## config.mk

```make
export PLATFORM = sky130hd
export DESIGN_NAME = mcr_unit
export DESIGN_NICKNAME = d
export VERILOG_FILES = /design/src/hw/mcr_pkg.sv /design/src/hw/mcr_bank.sv /design/src/hw/mcr_unit.sv
export SDC_FILE = /design/constraint.sdc
export NUM_CORES = 1
export LEC_CHECK = 0
export ABC_CLOCK_PERIOD_IN_PS = 8500
export BUFFER_PORTS_ARGS = -buffer_cell sky130_fd_sc_hd__buf_2
export CAP_MARGIN = 20
export CORE_MARGIN = 2
export CORE_UTILIZATION = 24
export DETAILED_ROUTE_END_ITERATION = 8
export PLACE_DENSITY = 0.38
export SETUP_SLACK_MARGIN = 0.5
export SYNTH_ARGS = -nofsm -noshare
export SYNTH_HDL_FRONTEND = slang
export SYNTH_SLANG_ARGS = --single-unit
```

## constraint.sdc

```tcl
create_clock -name i_clk_sys -period 8.5 [get_ports i_clk_sys]
set_input_delay 1.7 -clock i_clk_sys [delete_from_list [all_inputs] [get_ports i_clk_sys]]
set_output_delay 1.7 -clock i_clk_sys [all_outputs]
set_load 0.1 [all_outputs]
```

## src/hw/mcr_pkg.sv

```systemverilog
// Machine-check reporting: shared register map, field layout and types
// Assumes a 125 MHz system clock and a 12-bit AXI4-Lite byte address
package mcr_pkg;
    localparam int NB = 4;
    localparam logic [3:0] NB_IDX = 4'h4;
    localparam logic [7:0] CAP_COUNT = 8'h04;
    localparam logic [11:0] A_GCAP = 12'h000;
    localparam logic [11:0] A_GSTAT = 12'h004;
    localparam logic [11:0] A_FCTL = 12'h008;
    localparam logic [11:0] A_LTYPE = 12'h010;
    localparam logic [11:0] A_LADDR = 12'h014;
    localparam logic [3:0] A_BANK_PAGE = 4'h4;
    localparam logic [3:0] B_CTL = 4'h0;
    localparam logic [3:0] B_STAT = 4'h4;
    localparam logic [3:0] B_ADDR = 4'h8;
    localparam int ST_VALID = 31;
    localparam int ST_OVER = 30;
    localparam int ST_UNCORR = 29;
    localparam int ST_EN = 28;
    localparam int ST_CORRUPT = 25;
    localparam int G_RESTART = 0;
    localparam int G_ERRPTR = 1;
    localparam int G_INPROG = 2;
    localparam int FC_CHK_EN = 0;
    localparam logic [31:0] RST_WORD = 32'h0000_0000;
    localparam logic [7:0] EXC_VECTOR = 8'h12;
    localparam int CLK_NS = 8;
    localparam int AGG_NS = 64;
    localparam logic [3:0] AGG_CYC = 4'(AGG_NS / CLK_NS);
    localparam logic [1:0] SEV_NONE = 2'h0;
    localparam logic [1:0] SEV_RECOV = 2'h1;
    localparam logic [1:0] SEV_FATAL = 2'h2;
    localparam logic [1:0] RESP_OKAY = 2'h0;
    localparam logic [1:0] RESP_SLVERR = 2'h2;
    localparam logic [3:0] STRB_ALL = 4'hF;

    typedef struct packed {
        logic hit;
        logic uncorr;
        logic corrupt;
        logic restart;
        logic errptr;
        logic [15:0] code;
        logic [31:0] addr;
    } mcr_err_t;

    typedef enum logic [1:0] {
        S_IDLE = 2'b00,
        S_COLLECT = 2'b01,
        S_SHUT = 2'b10
    } mcr_state_t;
endpackage

```

## src/hw/mcr_bank.sv

```systemverilog
// One error-reporting bank: status word and error address
// Assumes error reports arrive as one-cycle pulses on the system clock
`timescale 1ns/1ps
module mcr_bank (
    input wire logic i_clk_sys,
    input wire logic i_rst,
    input mcr_pkg::mcr_err_t i_err,
    input wire logic i_en,
    input wire logic i_wr_stat,
    input wire logic [31:0] i_wdata,
    output logic [31:0] o_stat_q,
    output logic [31:0] o_addr_q
);
    import mcr_pkg::*;

    logic [31:0] base;
    logic take;

    // Software write first, then the new error on top: a report never loses to a clear
    always_comb begin
        base = i_wr_stat ? i_wdata : o_stat_q;
        take = i_err.hit && (!base[ST_VALID] || (i_err.uncorr && !base[ST_UNCORR]));
    end

    always_ff @(posedge i_clk_sys) begin
        if (i_rst) begin
            o_stat_q <= RST_WORD;
        end else begin
            o_stat_q <= base;
            if (i_err.hit && base[ST_VALID]) begin
                o_stat_q[ST_OVER] <= 1'b1;
            end
            if (take) begin
                o_stat_q[ST_VALID] <= 1'b1;
                o_stat_q[ST_UNCORR] <= i_err.uncorr;
                o_stat_q[ST_CORRUPT] <= i_err.corrupt;
                o_stat_q[ST_EN] <= i_en;
                o_stat_q[15:0] <= i_err.code;
            end
        end
    end

    always_ff @(posedge i_clk_sys) begin
        if (i_rst) begin
            o_addr_q <= RST_WORD;
        end else if (take) begin
            o_addr_q <= i_err.addr;
        end
    end
endmodule

```

## src/hw/mcr_unit.sv

```systemverilog
// Machine-check reporting unit: banks, global status, capability, legacy registers
// Assumes error reports from same-clock logic and an AXI4-Lite master for software
//
// Contract
// - Close errors merge into one exception event
// - Unrecoverable sets valid, uncorrected, corrupt, enabled
// - Global pointers follow most severe merged error
// - Exception uses vector 18
// - Capability count field gives bank count
// - Bank zero first register at 400H
// - Bank valid flag marks meaningful contents
// - Corrupt or overflow set when unrecoverable
// - Uncorrected flag shows automatic correction status
// - Restart pointer valid only when resumable
// - Error pointer valid when instruction related
// - In-progress flag set on every exception
// - Exception during in-progress forces shutdown
// - Condition signalled to all sharing processors
// - Exceptions and legacy reads need enable bit
// - Legacy registers need not stay meaningful
`timescale 1ns/1ps
module mcr_unit (
    input wire logic i_clk_sys,
    input wire logic i_rst,
    input mcr_pkg::mcr_err_t [mcr_pkg::NB-1:0] i_err,
    input wire logic i_awvalid,
    output logic o_awready,
    input wire logic [11:0] i_awaddr,
    input wire logic i_wvalid,
    output logic o_wready,
    input wire logic [31:0] i_wdata,
    input wire logic [3:0] i_wstrb,
    output logic o_bvalid,
    input wire logic i_bready,
    output logic [1:0] o_bresp,
    input wire logic i_arvalid,
    output logic o_arready,
    input wire logic [11:0] i_araddr,
    output logic o_rvalid,
    input wire logic i_rready,
    output logic [31:0] o_rdata,
    output logic [1:0] o_rresp,
    output logic o_exc,
    output logic [7:0] o_exc_vector,
    output logic o_check_signal,
    output logic o_shutdown
);
    import mcr_pkg::*;

    logic aw_rdy_q, w_rdy_q, b_vld_q, ar_rdy_q, r_vld_q;
    logic [1:0] b_resp_q, r_resp_q;
    logic [31:0] r_data_q, wdata_q;
    logic [11:0] waddr_q;
    logic [3:0] wstrb_q;
    logic chk_en_q, restart_q, errptr_q, inprog_q;
    logic [NB-1:0] bank_en_q;
    logic [31:0] ltype_q, laddr_q;
    logic exc_q, bcast_q, shut_q;
    logic [7:0] vec_q;
    mcr_state_t state_q;
    logic [3:0] cnt_q;
    logic [1:0] agg_sev_q;
    logic agg_restart_q, agg_errptr_q;
    logic [15:0] agg_code_q;
    logic [31:0] agg_addr_q;
    logic [31:0] stat_w [NB];
    logic [31:0] addr_w [NB];
    logic [NB-1:0] wr_stat;
    logic wr_go, wr_ok, rd_map;
    logic [31:0] rd_word;
    logic [1:0] cur_sev, fin_sev;
    logic cur_restart, cur_errptr, fin_restart, fin_errptr;
    logic [15:0] cur_code, fin_code;
    logic [31:0] cur_addr, fin_addr;
    logic fire, raise;

    function automatic logic glob_hit(input logic [11:0] a);
        glob_hit = (a == A_GCAP) || (a == A_GSTAT) || (a == A_FCTL) || (a == A_LTYPE) || (a == A_LADDR);
    endfunction

    // Bank registers sit from 400H upward, one 16-byte group per bank
    function automatic logic bank_hit(input logic [11:0] a);
        bank_hit = (a[11:8] == A_BANK_PAGE) && (a[7:4] < NB_IDX) &&
            ((a[3:0] == B_CTL) || (a[3:0] == B_STAT) || (a[3:0] == B_ADDR));
    endfunction

    assign o_awready = aw_rdy_q;
    assign o_wready = w_rdy_q;
    assign o_bvalid = b_vld_q;
    assign o_bresp = b_resp_q;
    assign o_arready = ar_rdy_q;
    assign o_rvalid = r_vld_q;
    assign o_rdata = r_data_q;
    assign o_rresp = r_resp_q;
    assign o_exc = exc_q;
    assign o_exc_vector = vec_q;
    assign o_check_signal = bcast_q;
    assign o_shutdown = shut_q;

    genvar gb;
    generate
        for (gb = 0; gb < NB; gb++) begin : g_bank
            assign wr_stat[gb] = wr_go && wr_ok && bank_hit(waddr_q) &&
                (waddr_q[7:4] == 4'(gb)) && (waddr_q[3:0] == B_STAT);
            mcr_bank u_bank (
                .i_clk_sys(i_clk_sys),
                .i_rst(i_rst),
                .i_err(i_err[gb]),
                .i_en(bank_en_q[gb]),
                .i_wr_stat(wr_stat[gb]),
                .i_wdata(wdata_q),
                .o_stat_q(stat_w[gb]),
                .o_addr_q(addr_w[gb])
            );
        end
    endgenerate

    // Most severe enabled uncorrected report this cycle; corrected ones raise nothing
    always_comb begin
        logic [1:0] s;
        s = SEV_NONE;
        cur_sev = SEV_NONE;
        cur_restart = 1'b0;
        cur_errptr = 1'b0;
        cur_code = 16'h0000;
        cur_addr = RST_WORD;
        for (int b = 0; b < NB; b++) begin
            s = (i_err[b].hit && i_err[b].uncorr && bank_en_q[b]) ?
                (i_err[b].corrupt ? SEV_FATAL : SEV_RECOV) : SEV_NONE;
            if (s > cur_sev) begin
                cur_sev = s;
                cur_restart = i_err[b].restart;
                cur_errptr = i_err[b].errptr;
                cur_code = i_err[b].code;
                cur_addr = i_err[b].addr;
            end
        end
    end

    // Latecomers in the last window cycle still count toward the event
    always_comb begin
        if (cur_sev > agg_sev_q) begin
            fin_sev = cur_sev;
            fin_restart = cur_restart;
            fin_errptr = cur_errptr;
            fin_code = cur_code;
            fin_addr = cur_addr;
        end else begin
            fin_sev = agg_sev_q;
            fin_restart = agg_restart_q;
            fin_errptr = agg_errptr_q;
            fin_code = agg_code_q;
            fin_addr = agg_addr_q;
        end
    end

    assign fire = (state_q == S_COLLECT) && (cnt_q == 4'h0);
    assign raise = fire && chk_en_q && !inprog_q;

    // Errors inside one window are merged and reported once
    always_ff @(posedge i_clk_sys) begin
        if (i_rst) begin
            state_q <= S_IDLE;
            cnt_q <= 4'h0;
        end else begin
            case (state_q)
                S_IDLE: begin
                    if (cur_sev != SEV_NONE) begin
                        state_q <= S_COLLECT;
                        cnt_q <= AGG_CYC - 4'h1;
                    end
                end
                S_COLLECT: begin
                    cnt_q <= cnt_q - 4'h1;
                    if (fire) begin
                        state_q <= (chk_en_q && inprog_q) ? S_SHUT : S_IDLE;
                    end
                end
                S_SHUT: begin
                    state_q <= S_SHUT;
                end
                default: begin
                    state_q <= S_IDLE;
                end
            endcase
        end
    end

    always_ff @(posedge i_clk_sys) begin
        if (i_rst) begin
            agg_sev_q <= SEV_NONE;
            agg_restart_q <= 1'b0;
            agg_errptr_q <= 1'b0;
            agg_code_q <= 16'h0000;
            agg_addr_q <= RST_WORD;
        end else if (fire || state_q == S_IDLE) begin
            agg_sev_q <= cur_sev;
            agg_restart_q <= cur_restart;
            agg_errptr_q <= cur_errptr;
            agg_code_q <= cur_code;
            agg_addr_q <= cur_addr;
        end else begin
            agg_sev_q <= fin_sev;
            agg_restart_q <= fin_restart;
            agg_errptr_q <= fin_errptr;
            agg_code_q <= fin_code;
            agg_addr_q <= fin_addr;
        end
    end

    always_ff @(posedge i_clk_sys) begin
        if (i_rst) begin
            exc_q <= 1'b0;
            bcast_q <= 1'b0;
            vec_q <= 8'h00;
            shut_q <= 1'b0;
        end else begin
            exc_q <= raise;
            bcast_q <= raise;
            vec_q <= raise ? EXC_VECTOR : 8'h00;
            shut_q <= shut_q || (fire && chk_en_q && inprog_q);
        end
    end

    // Hardware set wins over a software write in the same cycle
    always_ff @(posedge i_clk_sys) begin
        if (i_rst) begin
            restart_q <= 1'b0;
            errptr_q <= 1'b0;
            inprog_q <= 1'b0;
        end else if (raise) begin
            inprog_q <= 1'b1;
            restart_q <= (fin_sev == SEV_RECOV) && fin_restart;
            errptr_q <= fin_errptr;
        end else if (wr_go && wr_ok && waddr_q == A_GSTAT) begin
            inprog_q <= wdata_q[G_INPROG];
            restart_q <= wdata_q[G_RESTART];
            errptr_q <= wdata_q[G_ERRPTR];
        end
    end

    // Legacy capture is best effort only; software should prefer the banks
    always_ff @(posedge i_clk_sys) begin
        if (i_rst) begin
            ltype_q <= RST_WORD;
            laddr_q <= RST_WORD;
        end else if (raise) begin
            ltype_q <= {16'h0000, fin_code};
            laddr_q <= fin_addr;
        end
    end

    always_ff @(posedge i_clk_sys) begin
        if (i_rst) begin
            chk_en_q <= 1'b0;
            bank_en_q <= '0;
        end else if (wr_go && wr_ok) begin
            if (waddr_q == A_FCTL) begin
                chk_en_q <= wdata_q[FC_CHK_EN];
            end
            for (int b = 0; b < NB; b++) begin
                if (bank_hit(waddr_q) && waddr_q[7:4] == 4'(b) && waddr_q[3:0] == B_CTL) begin
                    bank_en_q[b] <= wdata_q[0];
                end
            end
        end
    end

    // Partial-strobe writes are refused whole rather than merged
    assign wr_go = !aw_rdy_q && !w_rdy_q && !b_vld_q;
    assign wr_ok = (glob_hit(waddr_q) || bank_hit(waddr_q)) && (wstrb_q == STRB_ALL);

    always_ff @(posedge i_clk_sys) begin
        if (i_rst) begin
            aw_rdy_q <= 1'b1;
            w_rdy_q <= 1'b1;
            b_vld_q <= 1'b0;
            b_resp_q <= RESP_OKAY;
            waddr_q <= 12'h000;
            wdata_q <= RST_WORD;
            wstrb_q <= 4'h0;
        end else begin
            if (i_awvalid && aw_rdy_q) begin
                aw_rdy_q <= 1'b0;
                waddr_q <= i_awaddr;
            end
            if (i_wvalid && w_rdy_q) begin
                w_rdy_q <= 1'b0;
                wdata_q <= i_wdata;
                wstrb_q <= i_wstrb;
            end
            if (wr_go) begin
                b_vld_q <= 1'b1;
                b_resp_q <= wr_ok ? RESP_OKAY : RESP_SLVERR;
            end else if (b_vld_q && i_bready) begin
                b_vld_q <= 1'b0;
                aw_rdy_q <= 1'b1;
                w_rdy_q <= 1'b1;
            end
        end
    end

    always_comb begin
        rd_map = glob_hit(i_araddr) || bank_hit(i_araddr);
        rd_word = RST_WORD;
        case (i_araddr)
            A_GCAP: rd_word[7:0] = CAP_COUNT;
            A_GSTAT: begin
                rd_word[G_RESTART] = restart_q;
                rd_word[G_ERRPTR] = errptr_q;
                rd_word[G_INPROG] = inprog_q;
            end
            A_FCTL: rd_word[FC_CHK_EN] = chk_en_q;
            A_LTYPE: rd_word = chk_en_q ? ltype_q : RST_WORD;
            A_LADDR: rd_word = chk_en_q ? laddr_q : RST_WORD;
            default: begin
                for (int b = 0; b < NB; b++) begin
                    if (bank_hit(i_araddr) && i_araddr[7:4] == 4'(b)) begin
                        if (i_araddr[3:0] == B_CTL) begin
                            rd_word[0] = bank_en_q[b];
                        end else if (i_araddr[3:0] == B_STAT) begin
                            rd_word = stat_w[b];
                        end else begin
                            rd_word = addr_w[b];
                        end
                    end
                end
            end
        endcase
    end

    always_ff @(posedge i_clk_sys) begin
        if (i_rst) begin
            ar_rdy_q <= 1'b1;
            r_vld_q <= 1'b0;
            r_data_q <= RST_WORD;
            r_resp_q <= RESP_OKAY;
        end else if (i_arvalid && ar_rdy_q) begin
            ar_rdy_q <= 1'b0;
            r_vld_q <= 1'b1;
            r_data_q <= rd_word;
            r_resp_q <= rd_map ? RESP_OKAY : RESP_SLVERR;
        end else if (r_vld_q && i_rready) begin
            r_vld_q <= 1'b0;
            ar_rdy_q <= 1'b1;
        end
    end
endmodule

```

==> results_dict.tcl <==
set metrics [dict create \
    outcome "complete, no violations" \
    synth_top_area_cell "dfxtp_1" \
    end_kind "flop" \
    start_kind "input pin" \
    synth_edf_count 0 \
    hold_class "flop to flop" \
    core_area_um2 99900 \
    rr_startpoint "bank_en_q[0]" \
    setup_violations 0 \
    seqCellArea_um2 9190 \
    drt_iter0_markers 1822 \
    ys_types 70 \
    hold_viol 0 \
    ioPinCount 331 \
    rows 116 \
    utilization_pct 28.8 \
    synth_ff_type "dfxtp_1" \
    seq_area_frac_synth_pct 38.1 \
    nets 3379 \
    grt_overflow_total 0 \
    worstPathMaxFanout 84 \
    clock_latency_ns 0.64 \
    grt_pass1_vias 22200 \
    synth_area_leaders "dfxtp_1, mux2i_1, nand2b_1, nand2_1, a211oi_1" \
    whs_path_depth 2 \
    cts_tree "done" \
    drive_gt1_share_pct 17.4 \
    wl_per_cell_um 26.8 \
    cts_buffers 57 \
    clock-root-buffer "clkbuf_16" \
    initial_core_util_pct 24.1 \
    layout_min_cycle_time_ns 7.03 \
    power_density_nw_per_um2 193 \
    grt_max_degree 222 \
    worst_pin_slew_ns 1.28 \
    timing.final.crit_share_pct 82.7 \
    yosys-top-cells-count "dfxtp_1, nand2_1, nand2b_1, clkbuf_1, mux2i_1" \
    antenna_found_initial 28 \
    maxCapViolations 0 \
    rsz0062_at_grt "no" \
    ctsResizeCount 0 \
    area_delta_synth_final_pct 19.2 \
    clkSlewWorstSetupHoldPaths_ns 0.06 \
    worstPathRequired_ns 9.02 \
    ir_drop_uv 177 \
    maxSlewHeadroom_pct 13.9 \
    ys_ff_latch 459 \
    fin_tns_setup_ns 0 \
    dp.final_hpwl_um 87100 \
    dr.pass1.iters 6 \
    cts_max_path_buffers 3 \
    die-area_um2 103000 \
    slew_viol_final 0 \
    grt_usage_pct 22.4 \
    via_per_inst 5.20 \
    setup.worst_path.class "input pin to flop" \
    leakage_nw 10.9 \
    arrival_ns 7.55 \
    cts.sinks 459 \
    ctsHtreeMaxLevel 2 \
    wl_um 119000 \
    synth.most_common_cell "dfxtp_1" \
    ys_warn_count 0 \
    fin_skew_ns 0.0300 \
    gp_congestion 0.880 \
    fill_cells 10900 \
    fmax_mhz 142 \
    post-route-drc-count 0 \
    fin_hold_ws_ns 0.445 \
    grt_pass1_wl_um 168000 \
    min_from "o_shutdown" \
    drtAntennaViolNets 0 \
    synth_top_area_share_pct 38.1 \
    syn_area_per_cell_um2 8.24 \
    portBuffers 322 \
    num_vias 23100 \
    r2r_cells 23 \
    netlist_area_um2 24100 \
    chipWidth_um 321 \
    dieHeight_um 321 \
    rr_endpoint "agg_addr_q[21]" \
    rrSetupSlack_ns 2.05 \
    syn_inst 2927 \
    multiInputGateArea_um2 13500 \
    cts_setup_buffers 0 \
    holdPathEnd "o_shutdown" \
    synth-async-reset-ratio_pct 0 \
    ctsHoldBuffers 0 \
]
==> stage by stage <==
stage | total power, mW | instance area (um^2) | setup WS [ns] | cells
2_1_floorplan | 2.73 | 24100 | 0.844 | 2934
3_3_place_gp | 3.02 | 26700 | 1.09 | 4318
3_5_place_dp | 3.02 | 26800 | 0.978 | 4321
4_1_cts | 5.60 | 28700 | 1.63 | 4426
5_1_grt | 5.74 | 28700 | 1.07 | 4434
6_report | 5.54 | 28700 | 1.47 | 4436
==> cells in the final DEF, fill, tap and decap left out, types with 6 or more instances in the layout <==
master	n
a211oi_1	149
a21oi_1	160
a221oi_1	16
a311oi_1	51
a31oi_1	79
a41o_1	57
and3_1	9
buf_2	324
buf_4	57
clkbuf_1	14
clkbuf_16	57
clkbuf_8	21
conb_1	8
dfxtp_1	459
diode_2	6
ha_1	14
inv_1	94
mux2_2	24
mux2i_1	230
nand2_1	344
nand2b_1	267
nand3_1	76
nand3b_1	28
nand4_1	13
nor2_1	121
nor3_1	122
o211ai_1	56
o21ai_0	50
o221ai_1	21
o22ai_1	83
o31a_1	8
==> kinds of logic (layout without fill, tap and decap cells) <==
kind of cell    count (synthesis)  after routing  synth area share, %
compound gates                770            770                 22.2
fa+ha+maj                      14             14                0.727
buf+inv                       388            586                 6.49
flops                         459            459                 38.1
mux                           256            256                 10.9
other cells                     1             14               0.0156
simple gates                 1039           1039                 21.6
==> worst max path at each step <==
stage,depth (start not counted),from,end,slack [ns]
global placement,24,i_err[52],agg_addr_q[21],1.09
CTS,24,i_err[52],agg_addr_q[21],1.63
finish,24,i_err[52],agg_addr_q[21],1.47
global route,24,i_err[52],agg_addr_q[21],1.07
floorplan,32,i_err[52],agg_addr_q[12],0.84
detailed placement,24,i_err[52],agg_addr_q[21],0.98
==> registers in the layout, indices dropped and copies added (netlist names), 2 cells and up <==
name,flops
wdata_q,32
wstrb_q,4
g_bank.u_bank.o_stat_q,128
o_rdata,32
bank_en_q,4
agg_addr_q,32
cnt_q,4
ltype_q,16
agg_code_q,16
state_q,2
agg_sev_q,2
laddr_q,32
waddr_q,12
g_bank.u_bank.o_addr_q,128
==> final cells by class <==
type / instances / area share (%)
Timing Repair Buffer: 387 / 7.40
Clock inverter: 13 / 0.627
Antenna cell: 6 / 0.0522
Tap cell: 1298 / 5.65
Clock buffer: 92 / 6.15
Multi-Input combinational cell: 2087 / 46.9
Inverter: 94 / 1.23
Sequential cell: 459 / 32.0
==> where the power goes <==
group          switching (mW)  internal (mW)  leakage, nW
combinational           0.390          0.216         6.19
clock                    1.04           1.53        0.952
sequential              0.110           2.25         3.75
==> critical path, stage by stage <==
cell	delay, ns
buf_2	0.09
buf_4	0.29
and4b_1	0.29
ha_1	0.26
nor2b_4	0.13
o21ai_0	0.22
o21ai_0	0.19
ha_1	0.23
o21ba_2	0.22
or2_2	0.30
nor2b_1	0.14
nor2_1	0.13
ha_1	0.23
nor2b_1	0.16
or2_2	0.32
mux2i_1	0.52
nand2_1	0.13
ha_1	0.22
o21bai_1	0.16
and2_0	0.32
or2_2	0.17
buf_4	0.63
nor2_1	0.08
a211oi_1	0.27
==> per-layer routing <==
metal,vias up,routed length (um),GRT usage (%)
met5,-,124,0
met4,22,2360,4.77
met3,132,7380,4.51
met2,716,53600,35.4
met1,11300,55400,31.2
li1,10900,-,-
Power figures use the tool's default switching activity.
